[config.mk]
export PLATFORM = sky130hd
export DESIGN_NAME = sbst_tap
export DESIGN_NICKNAME = d
export VERILOG_FILES = /design/src/verilog/sbst_tap.v
export VERILOG_INCLUDE_DIRS = /design/src /design/src/verilog
export SDC_FILE = /design/constraint.sdc
export NUM_CORES = 2
export LEC_CHECK = 0
export BUFFER_PORTS_ARGS = -buffer_cell sky130_fd_sc_hd__buf_2
export CAP_MARGIN = 20
export CORE_ASPECT_RATIO = 1.25
export CORE_MARGIN = 3
export CORE_UTILIZATION = 55
export CTS_CLUSTER_DIAMETER = 60
export DETAILED_ROUTE_END_ITERATION = 12
export PLACE_DENSITY_LB_ADDON = 0.2
export SLEW_MARGIN = 30
export SYNTH_ARGS = -nofsm -noshare
export SYNTH_HDL_FRONTEND = slang
export SYNTH_SLANG_ARGS = --single-unit
[constraint.sdc]
create_clock -name i_clk -period 8.2 [get_ports i_clk]
set_input_delay 1.23 -clock i_clk [delete_from_list [all_inputs] [get_ports i_clk]]
set_output_delay 1.23 -clock i_clk [all_outputs]
set_load 0.01 [all_outputs]
[src/verilog/sbst_consts.vh]
// constants for the boundary-scan test port of the pipelined sram
// assumes it is included by bare name from the design files only
`ifndef SBST_CONSTS_VH
`define SBST_CONSTS_VH

// scan register widths
`define SBST_IR_W        3
`define SBST_ID_W        32
`define SBST_BSR_W       69

// instruction codes
`define SBST_INS_HIZCAP  3'h0
`define SBST_INS_IDREAD  3'h1
`define SBST_INS_SAMPZ   3'h2
`define SBST_INS_SAMPLE  3'h4
`define SBST_INS_BYPASS  3'h7

// capture-ir pattern, low two bits are the fixed 01
`define SBST_IR_CAPTURE  3'h1

// identification word field positions
`define SBST_ID_REV_MSB  31
`define SBST_ID_REV_LSB  29
`define SBST_ID_DEV_MSB  28
`define SBST_ID_DEV_LSB  12
`define SBST_ID_VEN_MSB  11
`define SBST_ID_VEN_LSB  1
`define SBST_ID_PRESENT  0

// reset values
`define SBST_RST_PIN_HI  1'h1
`define SBST_RST_TCK     1'h0
`define SBST_RST_BYPASS  1'h0

// snapshot buffer
`define SBST_SNAP_DEPTH  16
`define SBST_SNAP_AW     4

`endif

[src/verilog/sbst_tap.v]
// boundary-scan test access port of the sram, with a snapshot buffer
// assumes tck, tms, tdi and the pin ring are asynchronous to i_clk,
// and that i_clk runs well above four times the test clock rate
//
// How it works
// port wakes in reset state, quiet; a stopped test clock changes nothing
// inputs taken on test clock rise, outputs launched on its fall
// mode-select and data-in read high when left unconnected
// serial data enters at msb and leaves from lsb
// data output enabled only in the two shift states
// five mode-select highs on rising edges reach reset state
// reset starts the data output in high impedance
// one scan register in the path, chosen by active instruction
// three-bit instruction register, loaded with id-read on reset
// capture-instruction loads low two instruction bits with 01
// one-bit bypass in path under bypass, cleared on capture
// boundary register is 69 bits for both data widths
// boundary register captures the ring, then shifts
// id-read captures a hardwired 32-bit code and shifts it
// controller must not load the three reserved codes
// port only observes pins, never drives the memory core
// shifted instruction takes effect at update-instruction only
// all-zero code acts as sample and floats memory outputs
// high-z sample puts boundary register in path, floats outputs
// sample snapshots the pins on capture-data, memory unaffected
// update-data under sample has no effect, like a pause
// controller keeps test clock at or below 10 MHz
// code 001 is id-read and 111 is bypass
// code 010 is high-z sample, 100 sample; 011, 101, 110 reserved
// id word: revision 31:29, device 28:12, vendor 11:1, bit 0 one
// sixteen-state controller steps on each test clock rise

`include "sbst_consts.vh"

////////////////////////////////////////////////////////////////////////
// snapshot fifo

module sbst_fifo #(
	parameter WIDTH = 69,
	parameter DEPTH = 16,
	parameter AW    = 4
) (
	// clock and reset
	input  wire             i_clk,
	input  wire             i_rst_b,
	input  wire             i_ce,
	// filling side
	input  wire             i_in_valid,
	output wire             o_in_ready,
	input  wire [WIDTH-1:0] i_in_data,
	// draining side
	output wire             o_out_valid,
	input  wire             i_out_ready,
	output wire [WIDTH-1:0] o_out_data
);
	localparam [AW:0] FULL_CNT = DEPTH[AW:0];

	reg [WIDTH-1:0] mem_q [0:DEPTH-1];
	reg [AW-1:0]    wr_q;
	reg [AW-1:0]    rd_q;
	reg [AW:0]      cnt_q;
	reg [AW:0]      cnt_d;
	reg [WIDTH-1:0] head_q;
	reg             room_q;
	reg             nempty_q;
	wire            push;
	wire            pop;

	assign push        = i_in_valid & room_q;
	assign pop         = nempty_q & i_out_ready;
	assign o_in_ready  = room_q;
	assign o_out_valid = nempty_q;
	assign o_out_data  = head_q;

	always @* begin
		cnt_d = cnt_q;
		if (push & ~pop)
			cnt_d = cnt_q + 1'b1;
		else if (pop & ~push)
			cnt_d = cnt_q - 1'b1;
	end

	always @(posedge i_clk) begin
		if (!i_rst_b) begin
			wr_q     <= {AW{1'b0}};
			rd_q     <= {AW{1'b0}};
			cnt_q    <= {(AW+1){1'b0}};
			room_q   <= 1'b1;
			nempty_q <= 1'b0;
		end else if (i_ce) begin
			if (push)
				wr_q <= wr_q + 1'b1;
			if (pop)
				rd_q <= rd_q + 1'b1;
			cnt_q    <= cnt_d;
			room_q   <= (cnt_d != FULL_CNT);
			nempty_q <= (cnt_d != {(AW+1){1'b0}});
		end
	end

	// memory has no reset; an unwritten slot only reaches the head copy as the buffer empties
	always @(posedge i_clk) begin
		if (i_ce && push)
			mem_q[wr_q] <= i_in_data;
	end

	// head copy keeps the output on a flop; next slot is read ahead
	always @(posedge i_clk) begin
		if (!i_rst_b) begin
			head_q <= {WIDTH{1'b0}};
		end else if (i_ce) begin
			if (push && (!nempty_q ||
			    (pop && cnt_q == {{AW{1'b0}}, 1'b1})))
				head_q <= i_in_data;
			else if (pop)
				head_q <= mem_q[rd_q + 1'b1];
		end
	end
endmodule

////////////////////////////////////////////////////////////////////////
// test access port

module sbst_tap #(
	// identification fields, values are arbitrary
	parameter [2:0]  ID_REV = 3'h0,
	parameter [16:0] ID_DEV = 17'h00000,
	parameter [10:0] ID_VEN = 11'h000
) (
	// clock, reset, enable
	input  wire                   i_clk,
	input  wire                   i_rst_b,
	input  wire                   i_ce,
	// test pins
	input  wire                   i_tck,
	input  wire                   i_tms,
	input  wire                   i_tdi,
	output reg                    o_tdo,
	output reg                    o_tdo_oe,
	// memory pin ring and output float control
	input  wire [`SBST_BSR_W-1:0] i_ring,
	output reg                    o_sram_hiz,
	// snapshot stream
	output wire                   o_snap_valid,
	input  wire                   i_snap_ready,
	output wire [`SBST_BSR_W-1:0] o_snap_data,
	output wire                   o_snap_room
);
	localparam [3:0] ST_TLR    = 4'h0;
	localparam [3:0] ST_RTI    = 4'h1;
	localparam [3:0] ST_SEL_DR = 4'h2;
	localparam [3:0] ST_CAP_DR = 4'h3;
	localparam [3:0] ST_SH_DR  = 4'h4;
	localparam [3:0] ST_EX1_DR = 4'h5;
	localparam [3:0] ST_PAU_DR = 4'h6;
	localparam [3:0] ST_EX2_DR = 4'h7;
	localparam [3:0] ST_UPD_DR = 4'h8;
	localparam [3:0] ST_SEL_IR = 4'h9;
	localparam [3:0] ST_CAP_IR = 4'hA;
	localparam [3:0] ST_SH_IR  = 4'hB;
	localparam [3:0] ST_EX1_IR = 4'hC;
	localparam [3:0] ST_PAU_IR = 4'hD;
	localparam [3:0] ST_EX2_IR = 4'hE;
	localparam [3:0] ST_UPD_IR = 4'hF;

	localparam [1:0] SEL_BYP = 2'h0;
	localparam [1:0] SEL_ID  = 2'h1;
	localparam [1:0] SEL_BSR = 2'h2;

	// hardwired identification word, presence bit forced to one
	localparam [`SBST_ID_W-1:0] ID_WORD =
		{ID_REV, ID_DEV, ID_VEN, 1'b1};

	reg                   tck_s1_q;
	reg                   tck_s2_q;
	reg                   tck_s3_q;
	reg                   tms_s1_q;
	reg                   tms_s2_q;
	reg                   tdi_s1_q;
	reg                   tdi_s2_q;
	reg [`SBST_BSR_W-1:0] ring_s1_q;
	reg [`SBST_BSR_W-1:0] ring_s2_q;
	reg [3:0]             st_q;
	reg [3:0]             st_d;
	reg [`SBST_IR_W-1:0]  ir_q;
	reg [`SBST_IR_W-1:0]  ir_sh_q;
	reg                   byp_q;
	reg [`SBST_ID_W-1:0]  id_q;
	reg [`SBST_BSR_W-1:0] bsr_q;
	reg [1:0]             sel;
	reg                   dr_lsb;
	reg                   snap_push_q;
	wire                  tck_rise;
	wire                  tck_fall;

	////////////////////////////////////////////////////////////////////
	// input synchronisers

	// a test clock tied low never makes an edge, so the port stays put
	assign tck_rise = tck_s2_q & ~tck_s3_q;
	assign tck_fall = ~tck_s2_q & tck_s3_q;

	always @(posedge i_clk) begin
		if (!i_rst_b) begin
			tck_s1_q <= `SBST_RST_TCK;
			tck_s2_q <= `SBST_RST_TCK;
			tck_s3_q <= `SBST_RST_TCK;
			// pulled-up pins start high, as an open pin would read
			tms_s1_q <= `SBST_RST_PIN_HI;
			tms_s2_q <= `SBST_RST_PIN_HI;
			tdi_s1_q <= `SBST_RST_PIN_HI;
			tdi_s2_q <= `SBST_RST_PIN_HI;
		end else if (i_ce) begin
			tck_s1_q <= i_tck;
			tck_s2_q <= tck_s1_q;
			tck_s3_q <= tck_s2_q;
			tms_s1_q <= i_tms;
			tms_s2_q <= tms_s1_q;
			tdi_s1_q <= i_tdi;
			tdi_s2_q <= tdi_s1_q;
		end
	end

	// ring bits are synchronised one by one, so a bit caught mid
	// transition settles to some value but never spreads metastability
	genvar g;
	generate
		for (g = 0; g < `SBST_BSR_W; g = g + 1) begin : g_ring
			always @(posedge i_clk) begin
				if (!i_rst_b) begin
					ring_s1_q[g] <= 1'b0;
					ring_s2_q[g] <= 1'b0;
				end else if (i_ce) begin
					ring_s1_q[g] <= i_ring[g];
					ring_s2_q[g] <= ring_s1_q[g];
				end
			end
		end
	endgenerate

	////////////////////////////////////////////////////////////////////
	// controller

	always @* begin
		st_d = st_q;
		case (st_q)
			// from any state, five highs walk into reset
			ST_TLR:    st_d = tms_s2_q ? ST_TLR    : ST_RTI;
			ST_RTI:    st_d = tms_s2_q ? ST_SEL_DR : ST_RTI;
			ST_SEL_DR: st_d = tms_s2_q ? ST_SEL_IR : ST_CAP_DR;
			ST_CAP_DR: st_d = tms_s2_q ? ST_EX1_DR : ST_SH_DR;
			ST_SH_DR:  st_d = tms_s2_q ? ST_EX1_DR : ST_SH_DR;
			ST_EX1_DR: st_d = tms_s2_q ? ST_UPD_DR : ST_PAU_DR;
			ST_PAU_DR: st_d = tms_s2_q ? ST_EX2_DR : ST_PAU_DR;
			ST_EX2_DR: st_d = tms_s2_q ? ST_UPD_DR : ST_SH_DR;
			ST_UPD_DR: st_d = tms_s2_q ? ST_SEL_DR : ST_RTI;
			ST_SEL_IR: st_d = tms_s2_q ? ST_TLR    : ST_CAP_IR;
			ST_CAP_IR: st_d = tms_s2_q ? ST_EX1_IR : ST_SH_IR;
			ST_SH_IR:  st_d = tms_s2_q ? ST_EX1_IR : ST_SH_IR;
			ST_EX1_IR: st_d = tms_s2_q ? ST_UPD_IR : ST_PAU_IR;
			ST_PAU_IR: st_d = tms_s2_q ? ST_EX2_IR : ST_PAU_IR;
			ST_EX2_IR: st_d = tms_s2_q ? ST_UPD_IR : ST_SH_IR;
			ST_UPD_IR: st_d = tms_s2_q ? ST_SEL_DR : ST_RTI;
			default:   st_d = ST_TLR;
		endcase
	end

	always @(posedge i_clk) begin
		if (!i_rst_b)
			st_q <= ST_TLR;
		else if (i_ce && tck_rise)
			st_q <= st_d;
	end

	////////////////////////////////////////////////////////////////////
	// instruction decode

	// reserved codes fall back to bypass, the harmless choice
	always @* begin
		case (ir_q)
			`SBST_INS_HIZCAP: sel = SEL_BSR;
			`SBST_INS_IDREAD: sel = SEL_ID;
			`SBST_INS_SAMPZ:  sel = SEL_BSR;
			`SBST_INS_SAMPLE: sel = SEL_BSR;
			`SBST_INS_BYPASS: sel = SEL_BYP;
			default:          sel = SEL_BYP;
		endcase
	end

	// only one data register feeds the output at a time
	always @* begin
		case (sel)
			SEL_ID:  dr_lsb = id_q[0];
			SEL_BSR: dr_lsb = bsr_q[0];
			default: dr_lsb = byp_q;
		endcase
	end

	////////////////////////////////////////////////////////////////////
	// instruction register

	always @(posedge i_clk) begin
		if (!i_rst_b) begin
			ir_q    <= `SBST_INS_IDREAD;
			ir_sh_q <= `SBST_IR_CAPTURE;
		end else if (i_ce && tck_rise) begin
			case (st_q)
				ST_CAP_IR: ir_sh_q <= `SBST_IR_CAPTURE;
				ST_SH_IR:  ir_sh_q <= {tdi_s2_q, ir_sh_q[2:1]};
				ST_UPD_IR: ir_q <= ir_sh_q;
				default:   ir_q <= ir_q;
			endcase
			// id-read holds from the very rise that enters reset state
			if (st_d == ST_TLR)
				ir_q <= `SBST_INS_IDREAD;
		end
	end

	////////////////////////////////////////////////////////////////////
	// data registers

	// update-data loads nothing: no preload stage exists
	always @(posedge i_clk) begin
		if (!i_rst_b) begin
			byp_q       <= `SBST_RST_BYPASS;
			id_q        <= ID_WORD;
			bsr_q       <= {`SBST_BSR_W{1'b0}};
			snap_push_q <= 1'b0;
		end else if (i_ce) begin
			snap_push_q <= 1'b0;
			if (tck_rise && st_q == ST_CAP_DR) begin
				byp_q <= 1'b0;
				if (sel == SEL_ID)
					id_q <= ID_WORD;
				if (sel == SEL_BSR) begin
					bsr_q       <= ring_s2_q;
					snap_push_q <= 1'b1;
				end
			end else if (tck_rise && st_q == ST_SH_DR) begin
				case (sel)
					SEL_ID:  id_q <= {tdi_s2_q, id_q[31:1]};
					SEL_BSR: bsr_q <= {tdi_s2_q, bsr_q[68:1]};
					default: byp_q <= tdi_s2_q;
				endcase
			end
		end
	end

	////////////////////////////////////////////////////////////////////
	// output launch and memory output float

	always @(posedge i_clk) begin
		if (!i_rst_b) begin
			o_tdo      <= 1'b0;
			o_tdo_oe   <= 1'b0;
			o_sram_hiz <= 1'b0;
		end else if (i_ce) begin
			if (tck_fall) begin
				o_tdo    <= (st_q == ST_SH_IR) ? ir_sh_q[0] : dr_lsb;
				o_tdo_oe <= (st_q == ST_SH_IR) || (st_q == ST_SH_DR);
			end
			// float control only; the port never drives core values
			o_sram_hiz <= (ir_q == `SBST_INS_HIZCAP) ||
			              (ir_q == `SBST_INS_SAMPZ);
		end
	end

	////////////////////////////////////////////////////////////////////
	// snapshot stream

	// a full buffer drops the copy; the scan capture itself still runs
	sbst_fifo #(
		.WIDTH (`SBST_BSR_W),
		.DEPTH (`SBST_SNAP_DEPTH),
		.AW    (`SBST_SNAP_AW)
	) u_snap (
		.i_clk       (i_clk),
		.i_rst_b     (i_rst_b),
		.i_ce        (i_ce),
		.i_in_valid  (snap_push_q),
		.o_in_ready  (o_snap_room),
		.i_in_data   (bsr_q),
		.o_out_valid (o_snap_valid),
		.i_out_ready (i_snap_ready),
		.o_out_data  (o_snap_data)
	);
endmodule
==> out/qor.csv <==
metric,value,unit
wire length per cell,26.16,um
Starting Density,55.87,%
end of the worst register-to-register path,u_snap.o_out_data[55],
top metal layer carrying routed signals,met5,
part of the total power dissipated in combinational logic,2.3,%
Yosys Warn Count,0,
number of failing setup endpoints in the final timing report,0,
Worst Reg2Reg Path Length in Cells,9,
number of enable flip-flop cells after synthesis,1104,
count of vias placed by the detailed router,29770,
floorplan die width,290.7,um
internal power,0.01162,W
total number of clock tree sinks,1449,
Crit. End Element,register,
leading cell types by count after synthesis,"1,104 x sky130_fd_sc_hd__edfxtp_1, 345 x sky130_fd_sc_hd__dfxtp_1, 285 x sky130_fd_sc_hd__nor2_1",
number of unique standard cell types used by synthesis,57,
area added between synthesis and finish,11.75,%
Peak supply drop,0.0002057,V
kind of path behind the tightest hold check,reg -> reg,
static leakage power,22.97,nW
endpoint with the worst hold slack,id_q[31],
launching instance or port of the critical path,i_ce,
cell with the largest stage delay on the worst path,sky130_fd_sc_hd__nor2_4,
diodes inserted,0,
portion of synthesized cell area occupied by the leading cell type,59.49,%
net switching power figure,0.002935,W
clock transition at the registers of the reported paths,60,ps
post-DR vias/cell,6.193,
sequential cell fraction of total power,54.1,%
largest cells by area after synthesis,"sky130_fd_sc_hd__edfxtp_1 59%, sky130_fd_sc_hd__dfxtp_1 12%, sky130_fd_sc_hd__mux4_2 11%, sky130_fd_sc_hd__mux2i_1 3.4%, sky130_fd_sc_hd__nor2_1 1.9%",
detailed placement HPWL,71.82,mm
final period demand of the worst path,3988,ps
Layout Cells excl Fill,4807,
cell-by-cell trace of the critical path,buf_8 > inv_1 > nor2_1 > nand2_1 > nor2_4 > buf_4,
run status,completed,
areal power density over the cells,233.7,nW/um2
WHS Path Cells,2,
count of filler cells inserted in the layout,7017,
Buffers on Ports,149,
die area,105200,um2
layout cells sized above 1,24.16,%
proportion of total power due to net switching,20.16,%
syn_nets,3343,
initial detailed-routing violation count,2618,
worst hold slack across all endpoints,453.9,ps
WL met1,48.35,mm
amount of wire on met2 after detailed routing,64.70,mm
Die H,361.9,um
TritonCTS clock tree,yes,
placed insts,4546,
R2R Path Start,u_snap.rd_q[0],
vias in the first global route,30940,
WL final,125.8,mm
GRT Residual Overflow,0,
number of pins exceeding their max-slew limit in the final report,0,
Num CTS Buffers,140,
top achievable clock speed,250.7,MHz
Max transition margin,32.83,%
delay of the slowest critical-path stage,820,ps
net total in the final layout,3466,
Post-Synthesis Cells,3257,
first-pass GRT wire length,191.1,mm
critical path launch point type,input pin,
number of antenna violations at the first check in global routing,1,
routability congestion estimate from global placement,0.8160,
hold-fix buffer count after cts,0,
area of the core region,99750,um2
pin count of the biggest net entering global routing,158,
average instance area after synthesis,17.11,um2
"Hold Vio Cnt, Final",0,
Crit path required time,8550,ps
number of levels in the clock H-tree,4,
Routed Antenna Nets,0,
Tot GR Track Use,24.05,%
top flip-flop cell by instance count after synthesis,sky130_fd_sc_hd__edfxtp_1,
worst-margin pin slew,1006,ps
root buf cell,sky130_fd_sc_hd__clkbuf_16,
count of boundary I/O pins,150,
leading cell type by number of instances after synthesis,sky130_fd_sc_hd__edfxtp_1,
number of max-cap violations,0,
critical path class,in -> reg,
Core Rows,129,
beginning of the worst hold path,id_q[31],
total standard cell area after synthesis,55730,um2
reg2reg setup slack,4520,ps
sequential share of the synthesized area,71.88,%
DR pass1 iterations,5,
Setup TNS,0,ps
Clock Path Buffers,3,
clock network fraction of design power,43.7,%
maximum net fanout on the critical path,50,
post-CTS repair timing setup buffer count,0,
CTS resizes,0,
Tcrit/Tclk final,48.64,%
worst-skew pair later-pin latency,740,ps
skew final,31.69,ps
met3 wire len,8.998,mm
unrepaired setup endpoints after global routing,no,
DRC violation count after routing,0,
largest area contributor in the synthesized netlist,sky130_fd_sc_hd__edfxtp_1,
synthesis-stage register bit count,1449,
share of synthesized flip-flops with an asynchronous set or reset,0,%
data arrival time at the worst-slack endpoint,4330,ps
## power groups by stage
stage / clock network [W] / registers (W) / logic (W)
after floorplan: 0 / 0.00801 / 0.000246
after global placement: 0 / 0.00803 / 0.000324
after detailed placement: 0 / 0.00803 / 0.000334
after CTS: 0.00645 / 0.00787 / 0.000336
after global routing: 0.00676 / 0.00787 / 0.000363
final: 0.00635 / 0.00787 / 0.000333
## how the worst max path moves through the flow
stage | endpoint | slack [ps] | cells after the start
finish | u_snap.mem_q[13][44] | 4210 | 6
global route | u_snap.mem_q[13][39] | 3980 | 6
CTS | u_snap.mem_q[13][44] | 4270 | 6
detailed placement | u_snap.mem_q[13][48] | 3490 | 6
global placement | u_snap.mem_q[13][42] | 3610 | 6
floorplan | u_snap.mem_q[3][0] | 920 | 5
## area by class of cell
class                      instances  area (um2)  area share [%]
sequential                      1449       40070           64.33
multi-input combinational       1578       14720           23.63
clock buffer                     200        3956           6.352
tap                             1310        1639           2.632
timing repair buffer             200        1231           1.977
clock inverter                    59       619.3          0.9944
inverter                          11       48.80         0.07835
## worst max-delay path: cells and delay by family
kind / cells / cell delay, ps
and+or+nand+nor: 3 / 1720
buffers and inverters: 3 / 1330
## stage by stage
stage	worst slack [ps]	area, um2	util (%)	total power (W)
after floorplan	916.2	55730	-	0.008259
after global placement	3615	57600	57.75	0.008349
after detailed placement	3491	57640	57.78	0.008361
after CTS	4267	62210	62.37	0.01465
after global routing	3982	62280	62.44	0.01499
final	4212	62280	62.44	0.01456
## cell families (layout without fill, tap and decap cells)
group / after synthesis / count (layout) / share of synthesized area (%)
muxes: 463 / 463 / 14.51
DFF: 1449 / 1449 / 71.88
buffers and inverters: 230 / 470 / 2.054
adders and majority gates: 10 / 10 / 0.2245
AOI/OAI and AO/OA: 335 / 335 / 5.337
and+or+nand+nor: 757 / 757 / 5.790
xor gates and xnor gates: 13 / 13 / 0.2043
## flip-flops by register name, summed over array words and instances (netlist names), 3 cells and up
name               flops
id_q                  32
st_q                   4
u_snap.rd_q            4
u_snap.wr_q            4
ir_sh_q                3
ir_q                   3
ring_s1_q             69
u_snap.mem_q        1104
ring_s2_q             69
u_snap.o_out_data     69
u_snap.cnt_q           5
bsr_q                 69
## per-layer routing
metal  up-vias  global-route usage, %
met2      1168                  41.82
met4         2                  8.126
met3       191                  3.950
met1     15390                  31.05
li1      13020                      -
met5         -                      0
## cells in the final DEF (no fill, tap or decap), types with 10 or more instances in the layout
master,n
sky130_fd_sc_hd__a311oi_2,60
sky130_fd_sc_hd__clkbuf_8,14
sky130_fd_sc_hd__buf_4,44
sky130_fd_sc_hd__a22o_1,33
sky130_fd_sc_hd__mux4_2,276
sky130_fd_sc_hd__clkbuf_1,40
sky130_fd_sc_hd__nand2_1,279
sky130_fd_sc_hd__nand3_1,72
sky130_fd_sc_hd__edfxtp_1,1104
sky130_fd_sc_hd__clkinv_2,17
sky130_fd_sc_hd__a22oi_1,63
sky130_fd_sc_hd__mux2i_1,187
sky130_fd_sc_hd__nor2_2,63
sky130_fd_sc_hd__o22ai_1,11
sky130_fd_sc_hd__a32o_1,40
sky130_fd_sc_hd__clkinv_1,15
sky130_fd_sc_hd__buf_2,148
sky130_fd_sc_hd__o21ai_0,16
sky130_fd_sc_hd__a21oi_1,52
sky130_fd_sc_hd__dfxtp_1,340
sky130_fd_sc_hd__clkbuf_16,144
sky130_fd_sc_hd__nor3_1,18
sky130_fd_sc_hd__nor2_1,269
sky130_fd_sc_hd__a311oi_1,10
sky130_fd_sc_hd__o221ai_1,28
sky130_fd_sc_hd__nor2_4,13
Power figures use the tool's default switching activity.
